==> config.mk <==
export PLATFORM = sky130hd
export DESIGN_NAME = htd_engine
export DESIGN_NICKNAME = d
export VERILOG_FILES = /design/src/core/htd_pkg.sv /design/src/core/htd_engine.sv
export VERILOG_INCLUDE_DIRS = /design/src /design/src/core
export SDC_FILE = /design/constraint.sdc
export NUM_CORES = 1
export LEC_CHECK = 0
export ABC_AREA = 1
export BUFFER_PORTS_ARGS = -buffer_cell sky130_fd_sc_hd__buf_2
export CORE_AREA = 8 8 174 176
export DETAILED_ROUTE_END_ITERATION = 7
export DIE_AREA = 0 0 182 184
export PLACE_DENSITY = 0.55
export RECOVER_POWER = 25
export SYNTH_ARGS = -nofsm -noshare
export SYNTH_HDL_FRONTEND = slang
export SYNTH_SLANG_ARGS = --single-unit
==> constraint.sdc <==
create_clock -name clk -period 2.9 [get_ports clk]
set_clock_uncertainty 0.15 [all_clocks]
set_input_delay 0.58 -clock clk [delete_from_list [all_inputs] [get_ports clk]]
set_output_delay 0.58 -clock clk [all_outputs]
set_load 0.05 [all_outputs]
==> src/core/htd_params.svh <==
// constants for the transfer descriptor engine: field positions, codes, register offsets and timing
`ifndef HTD_PARAMS_SVH
`define HTD_PARAMS_SVH
// descriptor bit positions (64-bit descriptor, byte n at bits 8n+7:8n)
`define HTD_XFER_LO 0
`define HTD_RESULT_LO 12
`define HTD_LIVE_BIT 11
`define HTD_TOGGLE_BIT 10
`define HTD_PSL_LO 16
`define HTD_SPEED_BIT 26
`define HTD_LAST_BIT 27
`define HTD_EPI_LO 28
`define HTD_REQ_LO 32
`define HTD_TOKEN_LO 42
`define HTD_HALF_BIT 46
`define HTD_PAIRED_BIT 47
`define HTD_TDN_LO 48
`define HTD_B7_LO 56
// result codes
`define HTD_RC_OK 4'h0
`define HTD_RC_TOGGLE 4'h3
`define HTD_RC_NORESP 4'h5
`define HTD_RC_OVERRUN 4'h8
`define HTD_RC_UNDERRUN 4'h9
// register offsets
`define HTD_REG_CTRL 4'h0
`define HTD_REG_STATUS 4'h1
`define HTD_REG_IRQ_STAT 4'h2
`define HTD_REG_IRQ_CLR 4'h3
`define HTD_REG_IRQ_EN 4'h4
`define HTD_REG_WB_LO 4'h5
`define HTD_REG_WB_HI 4'h6
// timing
`define HTD_RESP_TIMEOUT_NS 16000
`define HTD_CLK_NS 10
`endif

==> src/core/htd_pkg.sv <==
// types for the transfer descriptor engine
package htd_pkg;
    typedef enum logic [1:0] {HTD_ASYNC, HTD_PERIODIC, HTD_ISO} htd_list_t;
    typedef enum logic [1:0] {HTD_SETUP, HTD_OUT, HTD_IN, HTD_TOKRSV} htd_token_t;
    typedef enum {HTD_IDLE, HTD_CHECK, HTD_ISSUE, HTD_WAIT, HTD_DONE} htd_state_t;
endpackage

==> src/core/htd_engine.sv <==
// transfer descriptor engine: executes one descriptor and writes back its status
//
// Operation
// - write back count of bytes actually moved in 10-bit field.
// - live flag enables execution; engine clears it on completion, skips when clear.
// - toggle selects DATA0/DATA1, checked on IN, flipped after each good packet.
// - each packet limited to packet size limit, field never modified.
// - endpoint addressed by the 4-bit endpoint index.
// - last bit marks end of iso list only; others use tail markers.
// - speed bit 0 full-speed, 1 low-speed.
// - requested byte count split into packets up to the limit.
// - paired descriptors may both be live; ping half comes first (engine enforces this order on the async list only).
// - pong payload only after ping (held back on the async list only); current half exposed.
// - function addressed by 7-bit target device number.
// - periodic byte 7 holds 3-bit poll exponent and 5-bit first frame.
// - iso descriptor runs only when byte 7 equals frame number.
// - 4-bit result code reports outcome, zero meaning no error.
// - async go starts send; live cleared and result updated once sent.
`include "htd_params.svh"
`timescale 1ns/10ps
`default_nettype none
module htd_engine
    import htd_pkg::*;
#(
    parameter int RESP_TIMEOUT = `HTD_RESP_TIMEOUT_NS / `HTD_CLK_NS
)
(
    input wire logic clk,
    input wire logic rst_n,
    input wire logic [3:0] regAddr,
    input wire logic [31:0] regWdata,
    input wire logic regWrite,
    input wire logic regRead,
    output logic [31:0] regRdata,
    input wire logic [63:0] descIn,
    input wire logic [7:0] frameCount,
    output logic pktReq,
    output logic [1:0] pktToken,
    output logic [6:0] pktDevice,
    output logic [3:0] pktEndpoint,
    output logic [9:0] pktLen,
    output logic pktData1,
    output logic pktLowSpeed,
    output logic pongOnBus,
    input wire logic pktDone,
    input wire logic pktAck,
    input wire logic pktData1In,
    input wire logic [9:0] pktRxLen,
    input wire logic [3:0] pktErr,
    output logic [63:0] descOut,
    output logic descWb,
    output logic listEnd,
    output logic irq
);
    // ************************************************
    // field helpers
    // ************************************************
    function automatic logic [9:0] minLen(input logic [9:0] a, input logic [9:0] b);
        minLen = (a < b) ? a : b;
    endfunction

    // ************************************************
    // registers
    // ************************************************
    htd_state_t state_q, state_d;
    logic [63:0] desc_q, desc_d;
    logic [9:0] moved_q, moved_d;
    logic [9:0] remain_q, remain_d;
    logic [15:0] timer_q, timer_d;
    logic [1:0] list_q, list_d;
    logic go_q, go_d;
    logic pingSent_q, pingSent_d;
    logic [2:0] irqStat_q, irqStat_d;
    logic [2:0] irqEn_q, irqEn_d;
    logic [31:0] rdata_q, rdata_d;
    logic pktReq_q, pktReq_d;
    logic [9:0] pktLen_q, pktLen_d;
    logic descWb_q, descWb_d;
    logic listEnd_q, listEnd_d;
    logic irq_q, irq_d;
    logic pongOnBus_q, pongOnBus_d;

    logic live, toggle, paired, half, isoLast;
    logic [9:0] limit, request;
    logic [7:0] byte7;
    logic [4:0] pollMask;
    logic due;
    logic evDone, evErr, evSkip;

    always_comb
    begin
        live = desc_q[`HTD_LIVE_BIT];
        toggle = desc_q[`HTD_TOGGLE_BIT];
        paired = desc_q[`HTD_PAIRED_BIT];
        half = desc_q[`HTD_HALF_BIT];
        isoLast = desc_q[`HTD_LAST_BIT];
        limit = desc_q[`HTD_PSL_LO +: 10];
        request = desc_q[`HTD_REQ_LO +: 10];
        byte7 = desc_q[`HTD_B7_LO +: 8];
        // periodic poll every 2^N frames from first frame, within 32-frame window
        pollMask = 5'(({5'h1f} << byte7[7:5]) & 5'h1f);
        due = 1'b1;
        unique case (list_q)
            HTD_ISO: due = (byte7 == frameCount);
            HTD_PERIODIC: due = (((frameCount[4:0] ^ byte7[4:0]) & ~pollMask) == 5'h00);
            default: due = 1'b1;
        endcase
    end

    always_comb
    begin
        state_d = state_q;
        desc_d = desc_q;
        moved_d = moved_q;
        remain_d = remain_q;
        timer_d = timer_q;
        list_d = list_q;
        go_d = go_q;
        pingSent_d = pingSent_q;
        pktReq_d = 1'b0;
        pktLen_d = pktLen_q;
        descWb_d = 1'b0;
        listEnd_d = listEnd_q;
        evDone = 1'b0;
        evErr = 1'b0;
        evSkip = 1'b0;
        irqEn_d = irqEn_q;
        rdata_d = 32'h0000_0000;
        if (regWrite && regAddr == `HTD_REG_CTRL)
        begin
            go_d = regWdata[0];
            list_d = regWdata[2:1];
        end
        if (regWrite && regAddr == `HTD_REG_IRQ_EN)
            irqEn_d = regWdata[2:0];
        unique case (state_q)
            HTD_IDLE:
            begin
                if (go_q)
                begin
                    desc_d = descIn;
                    listEnd_d = 1'b0;
                    state_d = HTD_CHECK;
                end
            end
            HTD_CHECK:
            begin
                moved_d = 10'h000;
                remain_d = request;
                if (!live || !due)
                begin
                    evSkip = !live;
                    state_d = HTD_DONE;
                end
                else if (list_q == HTD_ASYNC && paired && half && !pingSent_q)
                    state_d = HTD_DONE;
                else
                    state_d = HTD_ISSUE;
            end
            HTD_ISSUE:
            begin
                pktLen_d = minLen(remain_q, limit);
                pktReq_d = 1'b1;
                timer_d = 16'(RESP_TIMEOUT);
                state_d = HTD_WAIT;
            end
            HTD_WAIT:
            begin
                timer_d = timer_q - 16'h0001;
                if (pktDone || timer_q == 16'h0000)
                begin
                    if (!pktDone)
                        desc_d[`HTD_RESULT_LO +: 4] = `HTD_RC_NORESP;
                    else if (desc_q[`HTD_TOKEN_LO +: 2] == HTD_IN && pktData1In != toggle)
                        desc_d[`HTD_RESULT_LO +: 4] = `HTD_RC_TOGGLE;
                    else if (pktErr != `HTD_RC_OK)
                        desc_d[`HTD_RESULT_LO +: 4] = pktErr;
                    else if (desc_q[`HTD_TOKEN_LO +: 2] == HTD_IN && pktRxLen > pktLen_q)
                        desc_d[`HTD_RESULT_LO +: 4] = `HTD_RC_OVERRUN;
                    else
                        desc_d[`HTD_RESULT_LO +: 4] = `HTD_RC_OK;
                    if (pktDone && pktAck && desc_d[`HTD_RESULT_LO +: 4] == `HTD_RC_OK)
                    begin
                        desc_d[`HTD_TOGGLE_BIT] = ~toggle;
                        if (desc_q[`HTD_TOKEN_LO +: 2] == HTD_IN)
                        begin
                            moved_d = moved_q + pktRxLen;
                            remain_d = remain_q - pktRxLen;
                        end
                        else
                        begin
                            moved_d = moved_q + pktLen_q;
                            remain_d = remain_q - pktLen_q;
                        end
                        // short IN packet ends the transfer
                        if (remain_d != 10'h000 &&
                            !(desc_q[`HTD_TOKEN_LO +: 2] == HTD_IN && pktRxLen < pktLen_q))
                            state_d = HTD_ISSUE;
                        else
                            state_d = HTD_DONE;
                    end
                    else
                    begin
                        evErr = 1'b1;
                        state_d = HTD_DONE;
                    end
                    if (state_d == HTD_DONE)
                    begin
                        desc_d[`HTD_LIVE_BIT] = 1'b0;
                        desc_d[`HTD_XFER_LO +: 10] = moved_d;
                        descWb_d = 1'b1;
                        evDone = 1'b1;
                        if (list_q == HTD_ASYNC && paired)
                            pingSent_d = !half;
                    end
                end
            end
            HTD_DONE:
            begin
                listEnd_d = (list_q == HTD_ISO) && isoLast;
                go_d = 1'b0;
                state_d = HTD_IDLE;
            end
            default: state_d = HTD_IDLE;
        endcase
        // sticky events; set beats a same-cycle clear
        irqStat_d = irqStat_q;
        if (regWrite && regAddr == `HTD_REG_IRQ_CLR)
            irqStat_d = irqStat_q & ~regWdata[2:0];
        irqStat_d = irqStat_d | {evSkip, evErr, evDone};
        irq_d = |(irqStat_d & irqEn_d);
        pongOnBus_d = desc_d[`HTD_PAIRED_BIT] & desc_d[`HTD_HALF_BIT];
        if (regRead)
        begin
            unique case (regAddr)
                `HTD_REG_CTRL: rdata_d = {29'h0, list_q, go_q};
                `HTD_REG_STATUS: rdata_d = {26'h0, listEnd_q, pingSent_q, half,
                                            state_q == HTD_IDLE, 2'h0};
                `HTD_REG_IRQ_STAT: rdata_d = {29'h0, irqStat_q};
                `HTD_REG_IRQ_EN: rdata_d = {29'h0, irqEn_q};
                `HTD_REG_WB_LO: rdata_d = desc_q[31:0];
                `HTD_REG_WB_HI: rdata_d = desc_q[63:32];
                default: rdata_d = 32'h0000_0000;
            endcase
        end
    end

    always_ff @(posedge clk or negedge rst_n)
    begin
        if (!rst_n)
        begin
            state_q <= HTD_IDLE;
            desc_q <= 64'h0;
            moved_q <= 10'h000;
            remain_q <= 10'h000;
            timer_q <= 16'h0000;
            list_q <= 2'h0;
            go_q <= 1'b0;
            pingSent_q <= 1'b0;
            irqStat_q <= 3'h0;
            irqEn_q <= 3'h0;
            rdata_q <= 32'h0000_0000;
            pktReq_q <= 1'b0;
            pktLen_q <= 10'h000;
            descWb_q <= 1'b0;
            listEnd_q <= 1'b0;
            irq_q <= 1'b0;
            pongOnBus_q <= 1'b0;
        end
        else
        begin
            state_q <= state_d;
            desc_q <= desc_d;
            moved_q <= moved_d;
            remain_q <= remain_d;
            timer_q <= timer_d;
            list_q <= list_d;
            go_q <= go_d;
            pingSent_q <= pingSent_d;
            irqStat_q <= irqStat_d;
            irqEn_q <= irqEn_d;
            rdata_q <= rdata_d;
            pktReq_q <= pktReq_d;
            pktLen_q <= pktLen_d;
            descWb_q <= descWb_d;
            listEnd_q <= listEnd_d;
            irq_q <= irq_d;
            pongOnBus_q <= pongOnBus_d;
        end
    end

    // ************************************************
    // outputs, all from flip-flops
    // ************************************************
    assign regRdata = rdata_q;
    assign pktReq = pktReq_q;
    assign pktLen = pktLen_q;
    assign pktToken = desc_q[`HTD_TOKEN_LO +: 2];
    assign pktDevice = desc_q[`HTD_TDN_LO +: 7];
    assign pktEndpoint = desc_q[`HTD_EPI_LO +: 4];
    assign pktData1 = desc_q[`HTD_TOGGLE_BIT];
    assign pktLowSpeed = desc_q[`HTD_SPEED_BIT];
    // current half on bus; half only meaningful when paired
    assign pongOnBus = pongOnBus_q;
    assign descOut = desc_q;
    assign descWb = descWb_q;
    assign listEnd = listEnd_q;
    assign irq = irq_q;
endmodule
`default_nettype wire

==> results.md, run 1 <==
* Outcome: finished clean
* Final Instance Area at 0.0120 mm²
* Worst slew margin at 0.0246
* # placed instances at 1801
* Peak VDD IR at 0.543 mV
* Slew Limit Fails at 0
* Critical Path, Cell by Cell: clkinv_4 -> nand2_8 -> nand2_2 -> o21ai_2 -> buf_4 -> fa_2 -> nand2_1 -> nor2_1 -> nand3_1 -> nor2_1 -> nand3_1 -> nor2_2 -> nand3_4 -> nand3_4 -> buf_6 -> nand3_1 -> nand2_1
* Via Count at 9076
* Final Critical Period at 2840 ps
* Clk buf depth at 2
* Avg Cell Area, Syn at 7.55 µm²
* DRT Wirelength at 32400 µm
* First-pass GRT wire length at 50300 µm
* Unrepaired setup endpoints after global routing: yes
* Hold Path Class: in -> reg
* Cell area after synthesis at 0.00922 mm²
* Vias per std cell at 4.92
* Detail Placement HPWL at 25000 µm
* DRC violations left at 0
* Critical path arrival at 3050 ps
* Worst-Margin Slew at 1460 ps
* Synth cell types at 44
* H-tree depth at 4
* RePlAce Congestion at 0.879
* GRT Resource Usage Total at 0.190
* Final core occ at 0.438
* Gr ovfl total at 0
* Core area at 0.0275 mm²
* Post-synth top flop: dfrtp_1
* Most frequent cells in the layout: nand2_1, buf_2, dfrtp_1
* Syn-to-layout area delta at 30.7%
* # diodes at 0
* Final Hold Slack at 200 ps
* Clock sinks at 160
* Flop and latch count out of synthesis at 160
* Placement Setup Slack at -280 ps
* Post-route ant nets at 0
* Die Ht at 184 µm
* Endpoint class of the critical path: flop
* Die area at 0.0335 mm²
* Crit path max fanout at 8
* Largest net degree at the start of global routing at 63
* CP required at 3110 ps
* Layout cell share with drive strength beyond 1 at 0.277
* Total negative setup slack at 0 ps
* Number of global-route vias before repair at 8822
* I/O Pins at 255
* Yosys warns at 0
* Syn_nets at 1392
* Row count at 61
* Pwr Total at 14.8 mW
* Clock insertion delay at the later pin of the skew report at 430 ps
* CTS root buf: clkbuf_16
* Nets at 1656
* Initial antenna violation count at 2
* Max Cap Viol at 0
* Post-synth ARST share at 1.00
* Period Utilization, post-route at 0.979
* Critical Path Max Stage Delay at 540 ps
* Max Freq at 352 MHz
* Commonest non-fill, non-tap cell in the layout: nand2_1
* DRT Pass-1 Iters at 5
* Critical path class: reg -> reg
* Final Non-Filler Cells at 1843
* Die extent in x at 182 µm
* Slack of the critical path at 60.1 ps
* Cells after Synth at 1220
* Synth area leader: dfrtp_1
* Cell Area, Placed at 0.0111 mm²
* Leakage at 6.35 nW
* IO Port Bufs at 225
* Seq/Total Area, Yosys at 0.434
* Final setup fails at 0
* Filler cells at 2844
* Starting Density at 0.335
* Hold Violations, Final at 0
* Synth area leaders: dfrtp_1, nand2_1, nand3_1
* Worst Setup Start Kind: flop
* Area fraction of the dominant cell type after synthesis at 0.434
* CTS buffer count at 17
* CTS tree: done
* Slowest cell on crit path: fa_2
* Power per Cell Area at 1230 mW/mm²
* Most used cell, CP: nand3_1
* Post-synth EDFFs at 0
* Initial drt markers at 766
* Wire per inst at 17.6 µm
* CTS clk-pin slew, worst paths at 70 ps
-- worst paths after layout --
path                                      endpoint  slack, ps  depth (start not counted)                     from
min in group asynchronous   regRdata[30]$_DFF_PN0_        680                          2                    rst_n
max reg2reg                 descOut[4]$_DFFE_PN0P_         60                         17  descOut[42]$_DFFE_PN0P_
max in group asynchronous   descOut[0]$_DFFE_PN0P_        380                          3                    rst_n
min reg2reg                descOut[45]$_DFFE_PN0P_        350                          2  descOut[45]$_DFFE_PN0P_
max                         descOut[4]$_DFFE_PN0P_         60                         17  descOut[42]$_DFFE_PN0P_
min                        descOut[32]$_DFFE_PN0P_        200                          3               descIn[32]
-- flip-flops by register name, summed over array words and instances (netlist names) --
name / count
descWb: 1
timer_q: 16
regRdata: 32
irqEn_q: 3
state_q: 3
go_q: 1
irq: 1
moved_q: 10
irqStat_q: 3
pongOnBus: 1
list_q: 2
listEnd: 1
pingSent_q: 1
pktLen: 10
pktReq: 1
descOut: 64
remain_q: 10
-- repair_timing --
item                       CTS  global route
pin swaps                    0            16
gates cloned                 0             2
setup endpoints to repair   21            19
hold endpoints to repair    35             0
resized for setup            8            77
setup buffers                0             7
hold buffers                 1             0
-- where the power goes --
| part | switching (mW) | leakage [nW] | total [mW] | internal [mW] |
|---|---|---|---|---|
| Clock | 1.03 | 0.300 | 2.42 | 1.39 |
| Combinational | 5.94 | 3.98 | 8.73 | 2.79 |
| Sequential | 0.771 | 2.07 | 3.69 | 2.92 |
| Total | 7.74 | 6.35 | 14.8 | 7.10 |
-- cells in the mapped netlist, drive strengths merged, types with 3 or more instances --
library cell	number
nand2	348
nor2	69
clkbuf	30
xnor2	8
o21bai	3
nor3	4
ha	41
o21ai	116
inv	159
a21oi	61
a31oi	6
o22ai	12
o211ai	5
nand3	126
nand4	14
dfrtp	160
xor2	11
buf	30
-- critical path, delay by kind of cell, from the launching register on --
kind	cells	cell delay (ps)
AOI/OAI and AO/OA	1	90
and+or+nand+nor	12	1190
adders and majority gates	1	540
buffers and inverters	3	360
DFF	1	430
-- routing by layer --
| layer | GRT usage | part of all wire | vias to the layer above |
|---|---|---|---|
| li1 | - | - | 4471 |
| met1 | 0.250 | 0.45 | 4282 |
| met2 | 0.313 | 0.47 | 284 |
| met3 | 0.0356 | 0.057 | 37 |
| met4 | 0.0561 | 0.019 | 2 |
| met5 | 0 | 0.00031 | - |
-- cell families (layout without fill, tap and decap cells) --
group / count (synthesis) / after routing / synth area share
AO/OA/AOI/OAI: 213 / 213 / 0.125
XOR/XNOR: 19 / 19 / 0.0181
buffers and inverters: 220 / 496 / 0.0997
flip-flops: 160 / 160 / 0.434
AND/OR/NAND/NOR: 565 / 566 / 0.263
adder cells (fa/ha/maj): 43 / 43 / 0.0600
-- area by class of cell --
class	count	area, µm²	share of cell area
tap	346	433	0.0360
clock buffer	18	429	0.0356
inverter	160	612	0.0508
sequential	160	4010	0.333
timing repair buffer	304	1750	0.146
multi-input combinational	841	4610	0.383
clock inverter	14	194	0.0161
(Power assumes the default switching activity.)
==> run 2: changes to the inputs <==
Settings changed: BUFFER_PORTS_ARGS -buffer_cell sky130_fd_sc_hd__buf_2 to -buffer_cell sky130_fd_sc_hd__clkbuf_2.
==> run 2 against run 1 <==
  * The run now ends with max-capacitance violations, max-slew violations left
  * Clock power decreased by 3%
  * Maximum frequency decreased by 0.97%
  * Power increased by 0.28%
  * Critical path depth unchanged
  * First-iteration DRC count increased by 1.4%
  * Sequential share of layout area decreased by 0.31 points
  * Count of clock-buffer cells in the layout decreased by 1
  * Sequential power about the same
  * Register-to-register slack got worse by 30 ps
  * Largest power group unchanged
==> results.md, run 2 (synthesis results as in run 1) <==
* Outcome: complete, but fails checks
* Failing checks: max-capacitance violations, max-slew violations
* CP required at 3120 ps
* # placed instances at 1803
* Worst-Margin Slew at 1760 ps
* CTS clk-pin slew, worst paths at 80 ps
* Flip-flop count of the largest register after layout at 64
* First-pass GRT wire length at 50400 µm
* GRT Resource Usage Total at 0.191
* Placement Setup Slack at -271 ps
* Critical path arrival at 3090 ps
* CTS root buf: clkbuf_16
* Largest net degree at the start of global routing at 60
* Reg2reg end: irq$_DFF_PN0_
* Number of global-route vias before repair at 8891
* Nets at 1660
* Post-route ant nets at 0
* Min-delay src: descIn[53]
* Max Freq at 349 MHz
* Worst Setup Start Kind: flop
* Clock insertion delay at the later pin of the skew report at 430 ps
* Core area at 0.0275 mm²
* Unrepaired setup endpoints after global routing: yes
* Slew Limit Fails at 30
* Layout cell share with drive strength beyond 1 at 0.290
* Via Count at 9070
* Initial antenna violation count at 0
* Final setup fails at 0
* Clk buf depth at 2
* Critical path class: reg -> reg
* CTS tree: done
* Final Hold Slack at 197 ps
* R2R cell count at 17
* Worst slew margin at -0.171
* Worst min-delay path endpoint: descOut[53]$_DFFE_PN0P_
* Die Ht at 184 µm
* Pwr Total at 14.9 mW
* # diodes at 0
* Die extent in x at 182 µm
* Wire per inst at 17.5 µm
* Filler cells at 2811
* Clock sinks at 160
* Row count at 61
* Gr ovfl total at 0
* Endpoint class of the critical path: flop
* DRT Pass-1 Iters at 5
* Final Non-Filler Cells at 1847
* CTS buffer count at 17
* Die area at 0.0335 mm²
* Final Critical Period at 2870 ps
* Max Cap Viol at 1
* Commonest non-fill, non-tap cell in the layout: nand2_1
* Hold Path Class: in -> reg
* Detail Placement HPWL at 24900 µm
* Syn-to-layout area delta at 31.9%
* Hold Violations, Final at 0
* Vias per std cell at 4.91
* Power per Cell Area at 1220 mW/mm²
* Crit path max fanout at 5
* Leakage at 6.35 nW
* Most frequent cells in the layout: nand2_1, clkbuf_2, dfrtp_1
* Starting Density at 0.335
* Slack of the critical path at 32.3 ps
* R2R Setup Slk at 30 ps
* DRT Wirelength at 32400 µm
* H-tree depth at 4
* Initial drt markers at 777
* IO Port Bufs at 225
* RePlAce Congestion at 0.858
* Final core occ at 0.442
* Hold depth at 3
* DRC violations left at 0
* Launch point of the worst reg-to-reg path: descOut[43]$_DFFE_PN0P_
* Period Utilization, post-route at 0.989
* I/O Pins at 255
* Peak VDD IR at 0.476 mV
run 2: cell count changes in the layout (fill, tap and decap cells not counted), sizes merged:
cell	change
clkbuf	+217
buf	-214
clkinv	+5
bufinv	-2
clkinvlp	-2
run 2: area by class of cell:
cell class	count	area, µm²	share of cell area
multi-input cells	841	4660	0.383
flip-flops and latches	160	4010	0.330
clock buffers	17	425	0.0350
inverters	160	612	0.0503
repair buffers	308	1830	0.151
clock inverters	15	188	0.0154
well taps	346	433	0.0356
run 2: worst max-delay path by stage:
stage | start | endpoint | slack, ps | depth (start not counted)
2_1_floorplan | descOut[42]$_DFFE_PN0P_ | descOut[1]$_DFFE_PN0P_ | -30 | 21
3_3_place_gp | pktRxLen[1] | irq$_DFF_PN0_ | -210 | 19
3_5_place_dp | descOut[42]$_DFFE_PN0P_ | irq$_DFF_PN0_ | -270 | 19
4_1_cts | descOut[42]$_DFFE_PN0P_ | descOut[8]$_DFFE_PN0P_ | 2 | 19
5_1_grt | descOut[43]$_DFFE_PN0P_ | descOut[0]$_DFFE_PN0P_ | -90 | 16
6_report | descOut[43]$_DFFE_PN0P_ | irq$_DFF_PN0_ | 30 | 17
run 2: worst max-delay path, cell delays in order (launching register included):
cell	delay, ps
dfrtp_2	470
nand2_8	130
buf_6	120
o21ai_4	80
ha_4	170
fa_2	530
nand2_1	60
nor2_1	80
nand3_1	80
nor2_1	140
nand3_2	80
nor2_2	130
nand3_2	120
nand2_2	150
nand2_2	100
nand2_2	90
nand2_1	50
nand2_1	60
run 2: through the flow:
step                      setup TNS [ps]  area, µm²
after global placement             -2720      11100
after detailed placement           -3380      11100
after global routing               -1690      12200
after floorplan                     -347       9240
final                                  0      12200
after CTS                              0      11800
run 2: report_power, final:
group	total, mW	switching [mW]	internal (mW)
sequential	3.72	0.798	2.92
clock	2.34	1.10	1.25
combinational	8.83	5.97	2.85
run 2: repair_timing:
action | in CTS | in global routing
endpoints found under the hold margin | 27 | 0
resized for setup | 25 | 74
endpoints found under the setup margin | 20 | 22
buffers inserted | 2 | 7
gates cloned | 2 | 0
hold buffers | 1 | 0
pin swaps | 2 | 31
run 2: layer usage:
layer  up-vias  part of all wire  GRT usage
met1      4296              0.45      0.250
met2       273              0.49      0.323
li1       4476                 -          -
met4         0            0.0096     0.0423
met3        25             0.056     0.0364
met5         -                 0          0
==> run 3: changes to the inputs <==
Settings changed: GPL_TIMING_DRIVEN set to 0.
==> run 3 against run 2 <==
  * The run ends with max-capacitance violations, max-slew violations, negative setup slack left
  * Worst setup slack worse by 76 ps
  * Die area stayed put
  * Register-to-register slack worse by 80 ps
  * Sequential share of layout area rose by 0.90 points
  * Design area shrank 2.7%
  * Via count decreased by 0.97%
  * Final cell count is 0.27% lower
  * Largest cell class unchanged
==> results.md, run 3 (synthesis results as in run 1) <==
* # diodes at 0
* Syn-to-layout area delta at 28.4%
* Flip-flop count of the largest register after layout at 64
* # placed instances at 1792
* Clk buf depth at 2
* Final Instance Area at 0.0118 mm²
* Gr ovfl total at 0
* H-tree depth at 4
* Final Non-Filler Cells at 1842
* Unrepaired setup endpoints after global routing: yes
* Starting Density at 0.335
* Peak VDD IR at 0.435 mV
* Initial antenna violation count at 0
* Placement Setup Slack at -629 ps
* Worst min-delay path endpoint: descOut[53]$_DFFE_PN0P_
* Hold Violations, Final at 0
* Period Utilization, post-route at 1.02
* Final core occ at 0.431
* Final Critical Period at 2940 ps
* Pwr Total at 14.3 mW
* CTS clk-pin slew, worst paths at 80 ps
* Final Hold Slack at 196 ps
* Core area at 0.0275 mm²
* Critical path arrival at 3110 ps
* Post-route ant nets at 0
* Outcome: complete, but fails checks
* Failing checks: max-capacitance violations, max-slew violations, negative setup slack
* R2R cell count at 20
* Final setup fails at 11
* Via Count at 8982
* Slack of the critical path at -43.8 ps
* Critical path class: reg -> reg
* DRC violations left at 0
* R2R Setup Slk at -40 ps
* Reg2reg end: descOut[8]$_DFFE_PN0P_
* IO Port Bufs at 225
* Hold Path Class: in -> reg
* Die area at 0.0335 mm²
* CP required at 3070 ps
* GRT Resource Usage Total at 0.195
* Total negative setup slack at -316 ps
* Crit path max fanout at 8
* Power per Cell Area at 1210 mW/mm²
* Clock sinks at 160
* I/O Pins at 255
* Die Ht at 184 µm
* RePlAce Congestion at 0.938
* Min-delay src: descIn[53]
* Die extent in x at 182 µm
* Worst Setup Start Kind: flop
* Initial drt markers at 697
* Hold depth at 3
* CTS buffer count at 17
* Clock insertion delay at the later pin of the skew report at 430 ps
* Vias per std cell at 4.88
* Detail Placement HPWL at 26100 µm
* CTS root buf: clkbuf_16
* Nets at 1655
* Commonest non-fill, non-tap cell in the layout: nand2_1
* DRT Wirelength at 33100 µm
* Slew Limit Fails at 99
* Leakage at 6.20 nW
* Max Freq at 340 MHz
* Launch point of the worst reg-to-reg path: descOut[42]$_DFFE_PN0P_
* CTS tree: done
* Layout cell share with drive strength beyond 1 at 0.252
* Endpoint class of the critical path: flop
* Max Cap Viol at 1
* Worst slew margin at -0.467
* Largest net degree at the start of global routing at 99
* DRT Pass-1 Iters at 5
* Worst-Margin Slew at 2200 ps
* Most frequent cells in the layout: nand2_1, clkbuf_2, dfrtp_1
* Wire per inst at 18.0 µm
* First-pass GRT wire length at 51000 µm
* Row count at 61
* Number of global-route vias before repair at 8895
* Cell Area, Placed at 0.0108 mm²
run 3: worst max-delay path by stage:
stage	from	to	slack, ps	depth (start not counted)
2_1_floorplan	descOut[42]$_DFFE_PN0P_	descOut[1]$_DFFE_PN0P_	-30	21
3_3_place_gp	rst_n	descOut[42]$_DFFE_PN0P_	-2300	1
3_5_place_dp	descOut[42]$_DFFE_PN0P_	irq$_DFF_PN0_	-630	20
4_1_cts	descOut[42]$_DFFE_PN0P_	descOut[6]$_DFFE_PN0P_	-180	20
5_1_grt	descOut[42]$_DFFE_PN0P_	descOut[8]$_DFFE_PN0P_	-170	20
6_report	descOut[42]$_DFFE_PN0P_	descOut[8]$_DFFE_PN0P_	-40	20
run 3: layout make-up:
cell class                 instances  area (µm²)
fill                            2868       15600
multi-input combinational        840        4570
sequential                       160        4010
timing repair buffer             245        1290
inverter                         160         609
tap                              346         433
clock buffer                      17         425
buffer                            59         333
clock inverter                    15         163
run 3: where the power goes:
part | leakage, nW | switching (mW) | internal, mW | total (mW)
registers | 2.07 | 0.809 | 2.92 | 3.73
clock network | 0.291 | 1.09 | 1.16 | 2.25
logic | 3.84 | 5.86 | 2.50 | 8.36
total | 6.20 | 7.77 | 6.57 | 14.3
run 3: per-layer routing:
| metal | up-vias | track usage | wire, µm |
|---|---|---|---|
| met5 | - | 0 | 0 |
| met4 | 0 | 0.0518 | 633 |
| met3 | 42 | 0.0413 | 2040 |
| met2 | 275 | 0.327 | 15800 |
| met1 | 4186 | 0.251 | 14700 |
| li1 | 4479 | - | - |
run 3: critical path: stages, from the launching register on:
cell       delay (ps)
dfrtp_2           420
inv_4              90
nand2_8            80
clkbuf_16         170
nand2_4            60
o21ai_4            80
ha_4              170
fa_2              340
inv_2              80
nand3_1           130
nand2_2           120
nand4_1           120
nand2_1            90
nand2_1            60
nand2_2           100
nand3_2           130
nand3_4           110
nand2_4            70
buf_6             140
nand2_2            50
nand2_1            50
run 3: timing repair:
item                       in CTS  in global routing
resized for setup              49                 26
buffers inserted                8                  9
pin swaps                       8                 13
setup endpoints to repair      28                 24
hold buffers                    0                  0
cloned                          2                  0
hold endpoints to repair        0                  0
